File: src/pkg/bsc_defs.svh
`ifndef BSC_DEFS_SVH
`define BSC_DEFS_SVH

`define BSC_CLK_PERIOD_NS 10

// Strap field positions
`define BSC_B_DEBOUNCE 0
`define BSC_F_MODE_HI 3
`define BSC_F_MODE_LO 1
`define BSC_F_DEVID_HI 6
`define BSC_F_DEVID_LO 4
`define BSC_B_EEPROM_DIS 7
`define BSC_B_HOTSWAP 9
`define BSC_B_PWR_SAVE 11
`define BSC_B_TIMEOUT 12

`define BSC_N_PORTS 10
`define BSC_N_SM 8

// Timing
`define BSC_TIMEOUT_S 5
`define BSC_TIMEOUT_CYC (64'd`BSC_TIMEOUT_S * 64'd1000000000 / 64'd`BSC_CLK_PERIOD_NS)
`define BSC_TBL_INIT_US 100
`define BSC_TBL_INIT_CYC ((`BSC_TBL_INIT_US * 1000 + `BSC_CLK_PERIOD_NS - 1) / `BSC_CLK_PERIOD_NS)
`define BSC_IDLE_US 10
`define BSC_IDLE_CYC 10'((`BSC_IDLE_US * 1000) / `BSC_CLK_PERIOD_NS)

// Reset-default switch configuration
`define BSC_AGE_S 16'h012C
`define BSC_FC_FRAMES 10'h060
`define BSC_WEIGHTED_RANDOM_DROP_PCT 8'h00
`define BSC_FRM_MIN 11'h040
`define BSC_FRM_MAX 11'h5F2
`define BSC_FE_BUF 9'h060
`define BSC_FE_THR 9'h030
`define BSC_UP_BUF 9'h180
`define BSC_UP_THR 9'h0C0
`define BSC_CPU_SPEED_M 7'h64
`define BSC_CPU_PAD 4'h8

`endif

File: src/pkg/bsc_pkg.sv
package bsc_pkg;

  typedef enum logic [2:0] {
    MGMT_PAR16 = 3'h0,
    MGMT_PAR8 = 3'h1,
    MGMT_SER_MII = 3'h2,
    MGMT_SER_ONLY = 3'h3,
    MGMT_UNMANAGED = 3'h7
  } bsc_mgmt_t;

  typedef enum logic [4:0] {
    ST_SAMPLE = 5'h01,
    ST_DECODE = 5'h02,
    ST_TBL_INIT = 5'h04,
    ST_WAIT_HOST = 5'h08,
    ST_RUN = 5'h10
  } bsc_state_t;

endpackage : bsc_pkg

File: src/bsc_strap_loader.sv
`timescale 1ns/1ps
`include "bsc_defs.svh"

module bsc_strap_loader #(
  parameter int unsigned TIMEOUT_CYC = 32'(`BSC_TIMEOUT_CYC),
  parameter int unsigned TBL_INIT_CYC = `BSC_TBL_INIT_CYC
) (
  input wire logic clk,
  input wire logic rst,
  input wire logic [15:0] strap_config_pins,
  input wire logic [7:0] port_tx_enable_straps,
  input wire logic global_control_reg_init_complete,
  input wire logic eeprom_load_done,
  input wire logic [`BSC_N_PORTS-1:0] port_activity,
  input wire logic [`BSC_N_SM-1:0] sm_nonidle,
  input wire logic timeout_irq_sel,
  output logic straps_valid_ff,
  output bsc_pkg::bsc_mgmt_t mgmt_mode_ff,
  output logic managed_ff,
  output logic serial_debounce_en_ff,
  output logic [2:0] serial_dev_id_ff,
  output logic eeprom_load_req_ff,
  output logic hotswap_en_ff,
  output logic [7:0] module_type_ff,
  output logic power_save_en_ff,
  output logic [`BSC_N_PORTS-1:0] port_power_save_ff,
  output logic timeout_mon_en_ff,
  output logic timeout_reset_req_ff,
  output logic timeout_irq_ff,
  output logic table_init_busy_ff,
  output logic switch_enable_ff,
  output logic vlan_port_based_ff,
  output logic learn_zero_mac_ff,
  output logic rsvd_mc_drop_ff,
  output logic rsvd_mc_to_cpu_ff,
  output logic ip_mc_en_ff,
  output logic trunk_en_ff,
  output logic mirror_en_ff,
  output logic [15:0] age_time_s_ff,
  output logic [9:0] fc_frame_thresh_ff,
  output logic [7:0] weighted_random_drop_pct_ff,
  output logic flood_ctrl_en_ff,
  output logic [10:0] frame_min_ff,
  output logic [10:0] frame_max_ff,
  output logic pad_short_ff,
  output logic std_preamble_ff,
  output logic strict_prio_ff,
  output logic stp_forwarding_ff,
  output logic learn_en_ff,
  output logic fe_rmii_mode_ff,
  output logic uplink_mii_mode_ff,
  output logic autoneg_fd_fc_ff,
  output logic [8:0] fe_buf_ff,
  output logic [8:0] fe_thresh_ff,
  output logic [8:0] uplink_buf_ff,
  output logic [8:0] uplink_thresh_ff,
  output logic irq_en_all_ff,
  output logic learn_report_en_ff,
  output logic stats_en_ff,
  output logic [6:0] cpu_speed_m_ff,
  output logic cpu_full_duplex_fc_ff,
  output logic [3:0] cpu_hdr_pad_ff,
  output logic heartbeat_en_ff
);

  logic [15:0] strap_ff;
  logic [7:0] txen_strap_ff;
  bsc_pkg::bsc_state_t state_ff;
  bsc_pkg::bsc_state_t nxt_state;
  logic [31:0] tbl_cnt_ff;
  bsc_pkg::bsc_mgmt_t mode_dec;
  logic serial_dec;
  logic unmanaged_dec;

  function automatic bsc_pkg::bsc_mgmt_t decode_mode(input logic [2:0] f);
    bsc_pkg::bsc_mgmt_t m;
    case (f)
      3'h0: m = bsc_pkg::MGMT_PAR16;
      3'h1: m = bsc_pkg::MGMT_PAR8;
      3'h2: m = bsc_pkg::MGMT_SER_MII;
      3'h3: m = bsc_pkg::MGMT_SER_ONLY;
      default: m = bsc_pkg::MGMT_UNMANAGED;
    endcase
    return m;
  endfunction : decode_mode

  // First edge after release takes the straps; async reset only loads constants
  always_ff @(posedge clk or posedge rst) begin
    if (rst) begin
      strap_ff <= 16'h0000;
      txen_strap_ff <= 8'h00;
      straps_valid_ff <= 1'b0;
    end else if (!straps_valid_ff) begin
      strap_ff <= strap_config_pins;
      txen_strap_ff <= port_tx_enable_straps;
      straps_valid_ff <= 1'b1;
    end
  end

  assign mode_dec = decode_mode(strap_ff[`BSC_F_MODE_HI:`BSC_F_MODE_LO]);
  assign unmanaged_dec = (mode_dec == bsc_pkg::MGMT_UNMANAGED);
  assign serial_dec = (mode_dec == bsc_pkg::MGMT_SER_MII) || (mode_dec == bsc_pkg::MGMT_SER_ONLY) || unmanaged_dec;

  // Decoded strap options, loaded once when the straps are known
  always_ff @(posedge clk or posedge rst) begin
    if (rst) begin
      mgmt_mode_ff <= bsc_pkg::MGMT_UNMANAGED;
      managed_ff <= 1'b0;
      serial_debounce_en_ff <= 1'b0;
      serial_dev_id_ff <= 3'h0;
      hotswap_en_ff <= 1'b0;
      module_type_ff <= 8'h00;
      power_save_en_ff <= 1'b0;
      timeout_mon_en_ff <= 1'b0;
    end else if (state_ff == bsc_pkg::ST_DECODE) begin
      mgmt_mode_ff <= mode_dec;
      managed_ff <= !unmanaged_dec;
      serial_debounce_en_ff <= serial_dec && strap_ff[`BSC_B_DEBOUNCE];
      serial_dev_id_ff <= serial_dec ? strap_ff[`BSC_F_DEVID_HI:`BSC_F_DEVID_LO] : 3'h0;
      hotswap_en_ff <= strap_ff[`BSC_B_HOTSWAP];
      module_type_ff <= strap_ff[`BSC_B_HOTSWAP] ? txen_strap_ff : 8'h00;
      power_save_en_ff <= strap_ff[`BSC_B_PWR_SAVE];
      timeout_mon_en_ff <= strap_ff[`BSC_B_TIMEOUT];
    end
  end

  // Start-up sequencer
  always_comb begin
    nxt_state = state_ff;
    unique case (state_ff)
      bsc_pkg::ST_SAMPLE: begin
        if (straps_valid_ff) begin
          nxt_state = bsc_pkg::ST_DECODE;
        end
      end
      bsc_pkg::ST_DECODE: begin
        nxt_state = unmanaged_dec ? bsc_pkg::ST_RUN : bsc_pkg::ST_TBL_INIT;
      end
      bsc_pkg::ST_TBL_INIT: begin
        if (tbl_cnt_ff == TBL_INIT_CYC - 32'h1) begin
          nxt_state = bsc_pkg::ST_WAIT_HOST;
        end
      end
      bsc_pkg::ST_WAIT_HOST: begin
        if (global_control_reg_init_complete) begin
          nxt_state = bsc_pkg::ST_RUN;
        end
      end
      bsc_pkg::ST_RUN: begin
        nxt_state = bsc_pkg::ST_RUN;
      end
      default: begin
        nxt_state = bsc_pkg::ST_SAMPLE;
      end
    endcase
  end

  always_ff @(posedge clk or posedge rst) begin
    if (rst) begin
      state_ff <= bsc_pkg::ST_SAMPLE;
    end else begin
      state_ff <= nxt_state;
    end
  end

  // Table initialisation dwell; the host must not configure before it ends
  always_ff @(posedge clk or posedge rst) begin
    if (rst) begin
      tbl_cnt_ff <= 32'h0;
      table_init_busy_ff <= 1'b0;
    end else begin
      tbl_cnt_ff <= (state_ff == bsc_pkg::ST_TBL_INIT) ? tbl_cnt_ff + 32'h1 : 32'h0;
      table_init_busy_ff <= (nxt_state == bsc_pkg::ST_TBL_INIT);
    end
  end

  always_ff @(posedge clk or posedge rst) begin
    if (rst) begin
      switch_enable_ff <= 1'b0;
    end else begin
      switch_enable_ff <= (nxt_state == bsc_pkg::ST_RUN);
    end
  end

  // EEPROM load request stands until the loader reports completion
  always_ff @(posedge clk or posedge rst) begin
    if (rst) begin
      eeprom_load_req_ff <= 1'b0;
    end else if (state_ff == bsc_pkg::ST_DECODE) begin
      eeprom_load_req_ff <= unmanaged_dec && !strap_ff[`BSC_B_EEPROM_DIS];
    end else if (eeprom_load_done) begin
      eeprom_load_req_ff <= 1'b0;
    end
  end

  // Reset-default configuration
  always_ff @(posedge clk or posedge rst) begin
    if (rst) begin
      vlan_port_based_ff <= 1'b1;
      learn_zero_mac_ff <= 1'b0;
      rsvd_mc_drop_ff <= 1'b1;
      ip_mc_en_ff <= 1'b0;
      trunk_en_ff <= 1'b0;
      mirror_en_ff <= 1'b0;
      age_time_s_ff <= `BSC_AGE_S;
      fc_frame_thresh_ff <= `BSC_FC_FRAMES;
      weighted_random_drop_pct_ff <= `BSC_WEIGHTED_RANDOM_DROP_PCT;
      flood_ctrl_en_ff <= 1'b0;
      frame_min_ff <= `BSC_FRM_MIN;
      frame_max_ff <= `BSC_FRM_MAX;
      pad_short_ff <= 1'b1;
      std_preamble_ff <= 1'b1;
      strict_prio_ff <= 1'b1;
      stp_forwarding_ff <= 1'b1;
      learn_en_ff <= 1'b1;
      fe_rmii_mode_ff <= 1'b1;
      uplink_mii_mode_ff <= 1'b1;
      autoneg_fd_fc_ff <= 1'b1;
      fe_buf_ff <= `BSC_FE_BUF;
      fe_thresh_ff <= `BSC_FE_THR;
      uplink_buf_ff <= `BSC_UP_BUF;
      uplink_thresh_ff <= `BSC_UP_THR;
    end else begin
      vlan_port_based_ff <= 1'b1;
      learn_zero_mac_ff <= 1'b0;
      rsvd_mc_drop_ff <= 1'b1;
      ip_mc_en_ff <= 1'b0;
      trunk_en_ff <= 1'b0;
      mirror_en_ff <= 1'b0;
      age_time_s_ff <= `BSC_AGE_S;
      fc_frame_thresh_ff <= `BSC_FC_FRAMES;
      weighted_random_drop_pct_ff <= `BSC_WEIGHTED_RANDOM_DROP_PCT;
      flood_ctrl_en_ff <= 1'b0;
      frame_min_ff <= `BSC_FRM_MIN;
      frame_max_ff <= `BSC_FRM_MAX;
      pad_short_ff <= 1'b1;
      std_preamble_ff <= 1'b1;
      strict_prio_ff <= 1'b1;
      stp_forwarding_ff <= 1'b1;
      learn_en_ff <= 1'b1;
      fe_rmii_mode_ff <= 1'b1;
      uplink_mii_mode_ff <= 1'b1;
      autoneg_fd_fc_ff <= 1'b1;
      fe_buf_ff <= `BSC_FE_BUF;
      fe_thresh_ff <= `BSC_FE_THR;
      uplink_buf_ff <= `BSC_UP_BUF;
      uplink_thresh_ff <= `BSC_UP_THR;
    end
  end

  // Defaults that only apply when a host manages the device
  always_ff @(posedge clk or posedge rst) begin
    if (rst) begin
      rsvd_mc_to_cpu_ff <= 1'b0;
      irq_en_all_ff <= 1'b0;
      learn_report_en_ff <= 1'b0;
      stats_en_ff <= 1'b0;
      cpu_speed_m_ff <= 7'h00;
      cpu_full_duplex_fc_ff <= 1'b0;
      cpu_hdr_pad_ff <= 4'h0;
      heartbeat_en_ff <= 1'b0;
    end else if (state_ff == bsc_pkg::ST_DECODE) begin
      rsvd_mc_to_cpu_ff <= !unmanaged_dec;
      irq_en_all_ff <= !unmanaged_dec;
      learn_report_en_ff <= 1'b0;
      stats_en_ff <= 1'b0;
      cpu_speed_m_ff <= unmanaged_dec ? 7'h00 : `BSC_CPU_SPEED_M;
      cpu_full_duplex_fc_ff <= !unmanaged_dec;
      cpu_hdr_pad_ff <= unmanaged_dec ? 4'h0 : `BSC_CPU_PAD;
      heartbeat_en_ff <= 1'b0;
    end
  end

  // Per-port MAC power saving
  genvar p;
  generate
    for (p = 0; p < `BSC_N_PORTS; p++) begin : g_port
      logic [9:0] idle_ff;
      always_ff @(posedge clk or posedge rst) begin
        if (rst) begin
          idle_ff <= 10'h000;
          port_power_save_ff[p] <= 1'b0;
        end else begin
          if (!power_save_en_ff || port_activity[p]) begin
            idle_ff <= 10'h000;
          end else if (idle_ff != `BSC_IDLE_CYC) begin
            idle_ff <= idle_ff + 10'h001;
          end
          port_power_save_ff[p] <= power_save_en_ff && !port_activity[p] && (idle_ff == `BSC_IDLE_CYC);
        end
      end
    end
  endgenerate

  bsc_stuck_monitor #(
    .TIMEOUT_CYC(TIMEOUT_CYC)
  ) u_stuck (
    .clk(clk),
    .rst(rst),
    .mon_en(timeout_mon_en_ff),
    .irq_sel(timeout_irq_sel),
    .sm_nonidle(sm_nonidle),
    .stuck_reset_req(timeout_reset_req_ff),
    .stuck_irq(timeout_irq_ff)
  );
endmodule : bsc_strap_loader

File: src/bsc_stuck_monitor.sv
`timescale 1ns/1ps
`include "bsc_defs.svh"

module bsc_stuck_monitor #(
  parameter int unsigned TIMEOUT_CYC = 32'(`BSC_TIMEOUT_CYC)
) (
  input wire logic clk,
  input wire logic rst,
  input wire logic mon_en,
  input wire logic irq_sel,
  input wire logic [`BSC_N_SM-1:0] sm_nonidle,
  output logic stuck_reset_req,
  output logic stuck_irq
);

  logic [`BSC_N_SM-1:0] hit;

  // One saturating dwell counter per watched state machine
  genvar g;
  generate
    for (g = 0; g < `BSC_N_SM; g++) begin : g_sm
      logic [31:0] dwell_ff;
      always_ff @(posedge clk or posedge rst) begin
        if (rst) begin
          dwell_ff <= 32'h0;
        end else if (!mon_en || !sm_nonidle[g]) begin
          dwell_ff <= 32'h0;
        end else if (dwell_ff != TIMEOUT_CYC) begin
          dwell_ff <= dwell_ff + 32'h1;
        end
      end
      assign hit[g] = mon_en && sm_nonidle[g] && (dwell_ff == TIMEOUT_CYC - 32'h1);
    end
  endgenerate

  always_ff @(posedge clk or posedge rst) begin
    if (rst) begin
      stuck_reset_req <= 1'b0;
      stuck_irq <= 1'b0;
    end else begin
      stuck_reset_req <= (|hit) && !irq_sel;
      stuck_irq <= (|hit) && irq_sel;
    end
  end
endmodule : bsc_stuck_monitor

File: config.mk
export PLATFORM = sky130hd
export DESIGN_NAME = bsc_strap_loader
export DESIGN_NICKNAME = d
export VERILOG_FILES = /design/src/pkg/bsc_pkg.sv /design/src/bsc_strap_loader.sv /design/src/bsc_stuck_monitor.sv
export VERILOG_INCLUDE_DIRS = /design/src /design/src/pkg
export SDC_FILE = /design/constraint.sdc
export NUM_CORES = 1
export LEC_CHECK = 0
export BUFFER_PORTS_ARGS = -buffer_cell sky130_fd_sc_hd__buf_2
export CAP_MARGIN = 20
export CORE_UTILIZATION = 55
export CTS_CLUSTER_DIAMETER = 150
export DETAILED_ROUTE_END_ITERATION = 8
export PLACE_DENSITY_LB_ADDON = 0.25
export SYNTH_ARGS = -nofsm -noshare
export SYNTH_HDL_FRONTEND = slang
export SYNTH_HIERARCHICAL = 1
export SYNTH_SLANG_ARGS = --single-unit
File: constraint.sdc
create_clock -name clk -period 7.1 [get_ports clk]
set_input_delay 0.355 -clock clk [delete_from_list [all_inputs] [get_ports clk]]
set_output_delay 0.355 -clock clk [all_outputs]
set_load 0.05 [all_outputs]
After elaboration in Yosys (flattened, before gate mapping)
Cells that the tools add are included.
- output and inout bits: 159
- word-level logic and storage cells: 270
- register bits after elaboration: 460
- input bits: 47
- equality and inequality tests: 50
- multiplexer cells: 49
- add/sub/neg operators: 19
- reductions and logical operators: 104
- operator list (operator ; count):
    two-way mux 32 bit ; 17
    adder 32 x 1 -> 32 bit (second input constant) ; 9
    == test 32 x 29 -> 1 bit (second input constant) ; 8
    inequality test 32 x 29 -> 1 bit (second input constant) ; 8
    two-way mux 10 bit ; 20
    adder 10 x 1 -> 10 bit (second input constant) ; 10
    == test 10 bit (second input constant) ; 10
    inequality test 10 bit (second input constant) ; 10
    logical AND 1 bit ; 40
    nonzero test 2 bit ; 19
    == test 32 x 14 -> 1 bit (second input constant) ; 1
    one-hot mux 5 bit (5 select lines) ; 1
    zero test 1 bit ; 23
    logical OR 1 bit ; 20
    two-way mux 5 bit ; 4
    == test 3 x 2 -> 1 bit (second input constant) ; 4
    one-hot mux 3 bit (4 select lines) ; 1
    == test 5 x 3 -> 1 bit (second input constant) ; 2
    == test 5 bit (second input constant) ; 2
    two-way mux 8 bit ; 1
    OR reduction 8 bit ; 1
    two-way mux 7 bit ; 1
    == test 5 x 1 -> 1 bit (second input constant) ; 1
    == test 5 x 2 -> 1 bit (second input constant) ; 1
    other kinds (7) ; 8

Longest topological paths before layout
- word-level depth: 6
- gate-level depth with buffers: 8
- mapped depth without buffers: 7

By module
Netlist, hierarchy kept.
- by module, submodules not included (module ; area each (um^2) ; cells each ; times used ; seq. area each (um^2)):
    bsc_stuck_monitor ; 13560.5 ; 1463 ; 1 ; 6456.2
    bsc_strap_loader ; 9908.3 ; 1016 ; 1 ; 4734.5

Least setup slack after synthesis
Ideal clock, no wire load.
- kind: reg-to-reg
- start point: register u_stuck.g_sm[5].dwell_ff[12]
- end point: register u_stuck.g_sm[5].dwell_ff[1]
- data arrival time: 2.032 ns
- buffers on the path: 1
- cell stages (with the launch flop): 7
- path slack: 4.936 ns
- library setup time: 0.132 ns
- required time: 6.968 ns
- period minus slack after synthesis: 2.164 ns
- cells stage by stage: dfrtp_1 -> clkbuf_1 -> or4b_1 -> or4_1 -> nor4_2 -> mux2i_1 -> nor2_1
- word-level cells in the longest chain between the ends: 2
- RTL lines (element ; line ; source):
    from (decl) ; bsc_stuck_monitor.sv:22 ; logic [31:0] dwell_ff;
    from (signal assigned) ; bsc_stuck_monitor.sv:29 ; dwell_ff <= dwell_ff + 32'h1;
    inequality test 32 x 29 -> 1 bit ; bsc_stuck_monitor.sv:28 ; end else if (dwell_ff != TIMEOUT_CYC) begin
    nonzero test 2 bit (no source line) ; -- ;
Every way passes these cells.
A chain may end at the register's enable or synchronous reset.

Worst setup path in the final report
- start point: register timeout_mon_en_ff
- end point: register u_stuck.stuck_irq
- word-level cells in the longest chain between the ends: 4
- elaborated cells between the ends (all ways): 18
- classes of those cells: reduce/logical: 18
- RTL lines (element ; line ; source):
    from (decl) ; bsc_strap_loader.sv:27 ; output logic timeout_mon_en_ff,
    from (signal assigned) ; bsc_strap_loader.sv:123 ; timeout_mon_en_ff <= strap_ff[`BSC_B_TIMEOUT];
    logical AND 1 bit (2 in series) ; bsc_stuck_monitor.sv:32 ; assign hit[g] = mon_en && sm_nonidle[g] && (dwell_ff == TIMEOUT_CYC - 32'h1);
    OR reduction 8 bit (*) ; bsc_stuck_monitor.sv:42 ; stuck_irq <= (|hit) && irq_sel;
    logical AND 1 bit (*) ; bsc_stuck_monitor.sv:42 ;
    to (signal assigned) ; bsc_stuck_monitor.sv:42 ;
    to (decl) ; bsc_stuck_monitor.sv:13 ; output logic stuck_irq
Mark *: on every way between the ends. The rest lies on a longest branch, timed or not.

==> reports/metrics.yaml <==
outcome:
  run_status: "finished, final reports clean"
yosys:
  yosysWarnings: 6
  synth_async_sr_flop_share: 1.00
  ys_seq_area_frac: 0.477
  synthCells: 2479
  syn-cell-area_sq_um: 23500
  avgSynthCellArea_sq_um: 9.47
  ys_top_cells_by_area: "dfrtp_1, nor2_1, xor2_1, xnor2_1, buf_4"
  synth_top_area_share: 0.472
  synth-main-ff-cell: "dfrtp_1"
  synth_edf_count: 0
  synth.distinct_cells: 61
  yosysTopAreaCell: "dfrtp_1"
  ys_ff_latch: 447
die:
  fp-row-count: 75
  die_area_sq_um: 43500
  core_sq_um: 42000
  die_h_microns: 209
  dieWidth_microns: 209
  ios: 206
  initial_utilization: 0.558
setup_path:
  arrival_ps: 2970
  worstPathRequired_ps: 7590
  end_kind: "flop"
  critPathMaxFanout: 33
  r2r_cells: 8
  start_kind: "flop"
  crit_type: "reg -> reg"
cts:
  cts_hold_buf: 21
  insertion_delay_ps: 590
  cts_max_path_buffers: 3
  cts_tree: "done"
  h-tree-depth: 2
  cts_sinks: 447
  cts_root_buf: "clkbuf_16"
  path_clk_slew_ps: 60
  cts_made_buffers: 49
  post_cts_buffers: 0
  post_cts_resized: 0
routing:
  routed_wl_microns: 46600
  drtPass1Iterations: 5
  viasPerCell: 5.57
  vias: 17419
  drc: 0
  ant_nets: 0
  drt_iter0_markers: 1086
  wl_per_cell_microns: 14.9
placed_design:
  gp_congestion: 0.834
  placed_area_sq_um: 23800
  dp_cells: 3008
  dp_hpwl_microns: 30200
  io_buffers: 83
pwr:
  ir_drop_uv: 280
  p_per_area_nw_per_um2: 252
  p_leak_nw: 10.5
timing:
  fin_crit_sh: 0.349
  rsz0062_at_grt: "false"
  finalSetupTns_ps: 0
  clock.fmax_mhz: 403
  slew_headroom: 0.293
  worst_pin_slew_ps: 1060
  finalHoldViolCount: 0
  setup_viol: 0
  finalClockSkew_ps: 20.5
  period_needed_ps: 2480
  slew_violations: 0
layout:
  layout_common_cells: "dfrtp_1, nor2_1, nand2_1"
  drive_above_1_share: 0.0870
  syn2layout_area_growth_pct: 10.4
  fill_cells: 3459
  design_area_sq_um: 25900
  fin_nets: 2630
  layout_commonest_cell: "dfrtp_1"
  layout.cells.non_filler: 3127
run:
  cap_violations: 0
global_routing:
  grt_pass1_vias: 17079
  grt_first_pass_wirelength_microns: 79900
  grt_overflow: 0
  antenna_found_initial: 0
  globalRouteTotalUtil: 0.216
  grt_max_degree: 183
min_path:
  hold_path_class: "in -> reg"
  holdPathStages: 3
state kept, by name, indices dropped and copies added, names as in the netlist, 3 cells and up:
name / cells
txen_strap_ff: 8
g_port.idle_ff: 100
strap_ff: 11
tbl_cnt_ff: 32
mgmt_mode_ff: 3
serial_dev_id_ff: 3
module_type_ff: 8
u_stuck/g_sm.dwell_ff: 256
state_ff: 5
port_power_save_ff: 10
metrics by stage:
stage / hold WS, ps / util / worst slack (ps) / power [mW]
3_5_place_dp: 452 / 0.566 / 4120 / 3.81
3_3_place_gp: 444 / 0.566 / 4170 / 3.79
6_report: 44.8 / 0.616 / 4620 / 6.54
2_1_floorplan: 418 / - / 1610 / 3.65
4_1_cts: 10.8 / 0.613 / 4130 / 6.59
5_1_grt: 21.8 / 0.616 / 4440 / 6.81
kinds of logic (layout without fill, tap and decap cells):
kind of cell    after synthesis  after routing  share of synthesized area
simple gates               1199           1199                      0.270
xor+xnor                    281            281                      0.105
fa+ha+maj                    37             37                     0.0197
compound gates              180            180                     0.0433
mux                          41             41                     0.0185
other cells                   2            119                   0.000320
flops                       447            447                      0.477
buf+inv                     292            284                     0.0667
area by class of cell:
| class | count | area, sq um | area share |
|---|---|---|---|
| multi-input cells | 1856 | 11200 | 0.431 |
| repair buffers | 119 | 828 | 0.0320 |
| inverters | 73 | 285 | 0.0110 |
| diodes | 1 | 2.50 | 0.0000966 |
| clock buffers | 72 | 1480 | 0.0570 |
| clock inverters | 20 | 289 | 0.0112 |
| well taps | 539 | 674 | 0.0260 |
| flip-flops and latches | 447 | 11200 | 0.432 |
synthesized netlist by cell type, types with 3 or more instances:
| cell type | count |
|---|---|
| nand2_1 | 166 |
| or3_1 | 54 |
| buf_2 | 4 |
| nand2b_1 | 27 |
| and4_1 | 51 |
| nand3_1 | 150 |
| a2111oi_0 | 5 |
| nand4_1 | 105 |
| nand3b_1 | 11 |
| o21ai_1 | 8 |
| mux2_2 | 19 |
| buf_4 | 124 |
| dfstp_2 | 4 |
| nor4_1 | 77 |
| and3_1 | 43 |
| or4_1 | 19 |
| o31ai_1 | 15 |
| and2_1 | 20 |
| xnor2_1 | 139 |
| mux2i_1 | 22 |
| dfrtp_1 | 443 |
| nor4b_1 | 21 |
| nand4b_1 | 3 |
| ha_1 | 37 |
| nand4bb_1 | 5 |
| nor2b_1 | 6 |
| nor2_1 | 338 |
| xor2_1 | 142 |
| inv_1 | 73 |
| o21ai_0 | 55 |
| or2_2 | 3 |
| nor3_1 | 69 |
| o21a_1 | 4 |
| nor4bb_1 | 10 |
| a21oi_1 | 77 |
| clkbuf_1 | 90 |
| or3b_2 | 7 |
per-layer routing:
metal	part of all wire	up-vias	wire length, microns	track usage
met4	0.017	0	784	0.0560
met3	0.036	58	1700	0.0388
met1	0.46	8600	21300	0.284
li1	-	8521	-	-
met2	0.49	240	22800	0.369
met5	0	-	0	0
worst max-delay path: stages (launching register included):
cell and delay [ps]:
dfrtp_1 430, buf_4 330, nand2_1 90, buf_4 250, or4_1 520, nor3_1 240, a2111oi_0 120, clkbuf_2 190
a21boi_0 190
where the power goes:
part           total, mW  internal (mW)  switching (mW)  leakage (nW)
sequential          2.78           2.66           0.122          6.16
combinational       1.01          0.225           0.790          3.46
clock               2.74           1.69            1.05         0.861
total               6.54           4.58            1.96          10.5
worst paths after layout:
path | slack, ps | to | startpoint
max in group asynchronous | 4890 | u_stuck/g_sm[6].dwell_ff[18] | rst
min in group asynchronous | 510 | port_power_save_ff[0] | rst
setup reg to reg | 4620 | u_stuck/stuck_irq | timeout_mon_en_ff
setup / recovery | 4620 | u_stuck/stuck_irq | timeout_mon_en_ff
hold reg to reg | 470 | mgmt_mode_ff[2] | mgmt_mode_ff[2]
hold / removal | 40 | eeprom_load_req_ff | eeprom_load_done
Note: power is estimated with default switching activity, not from simulation.
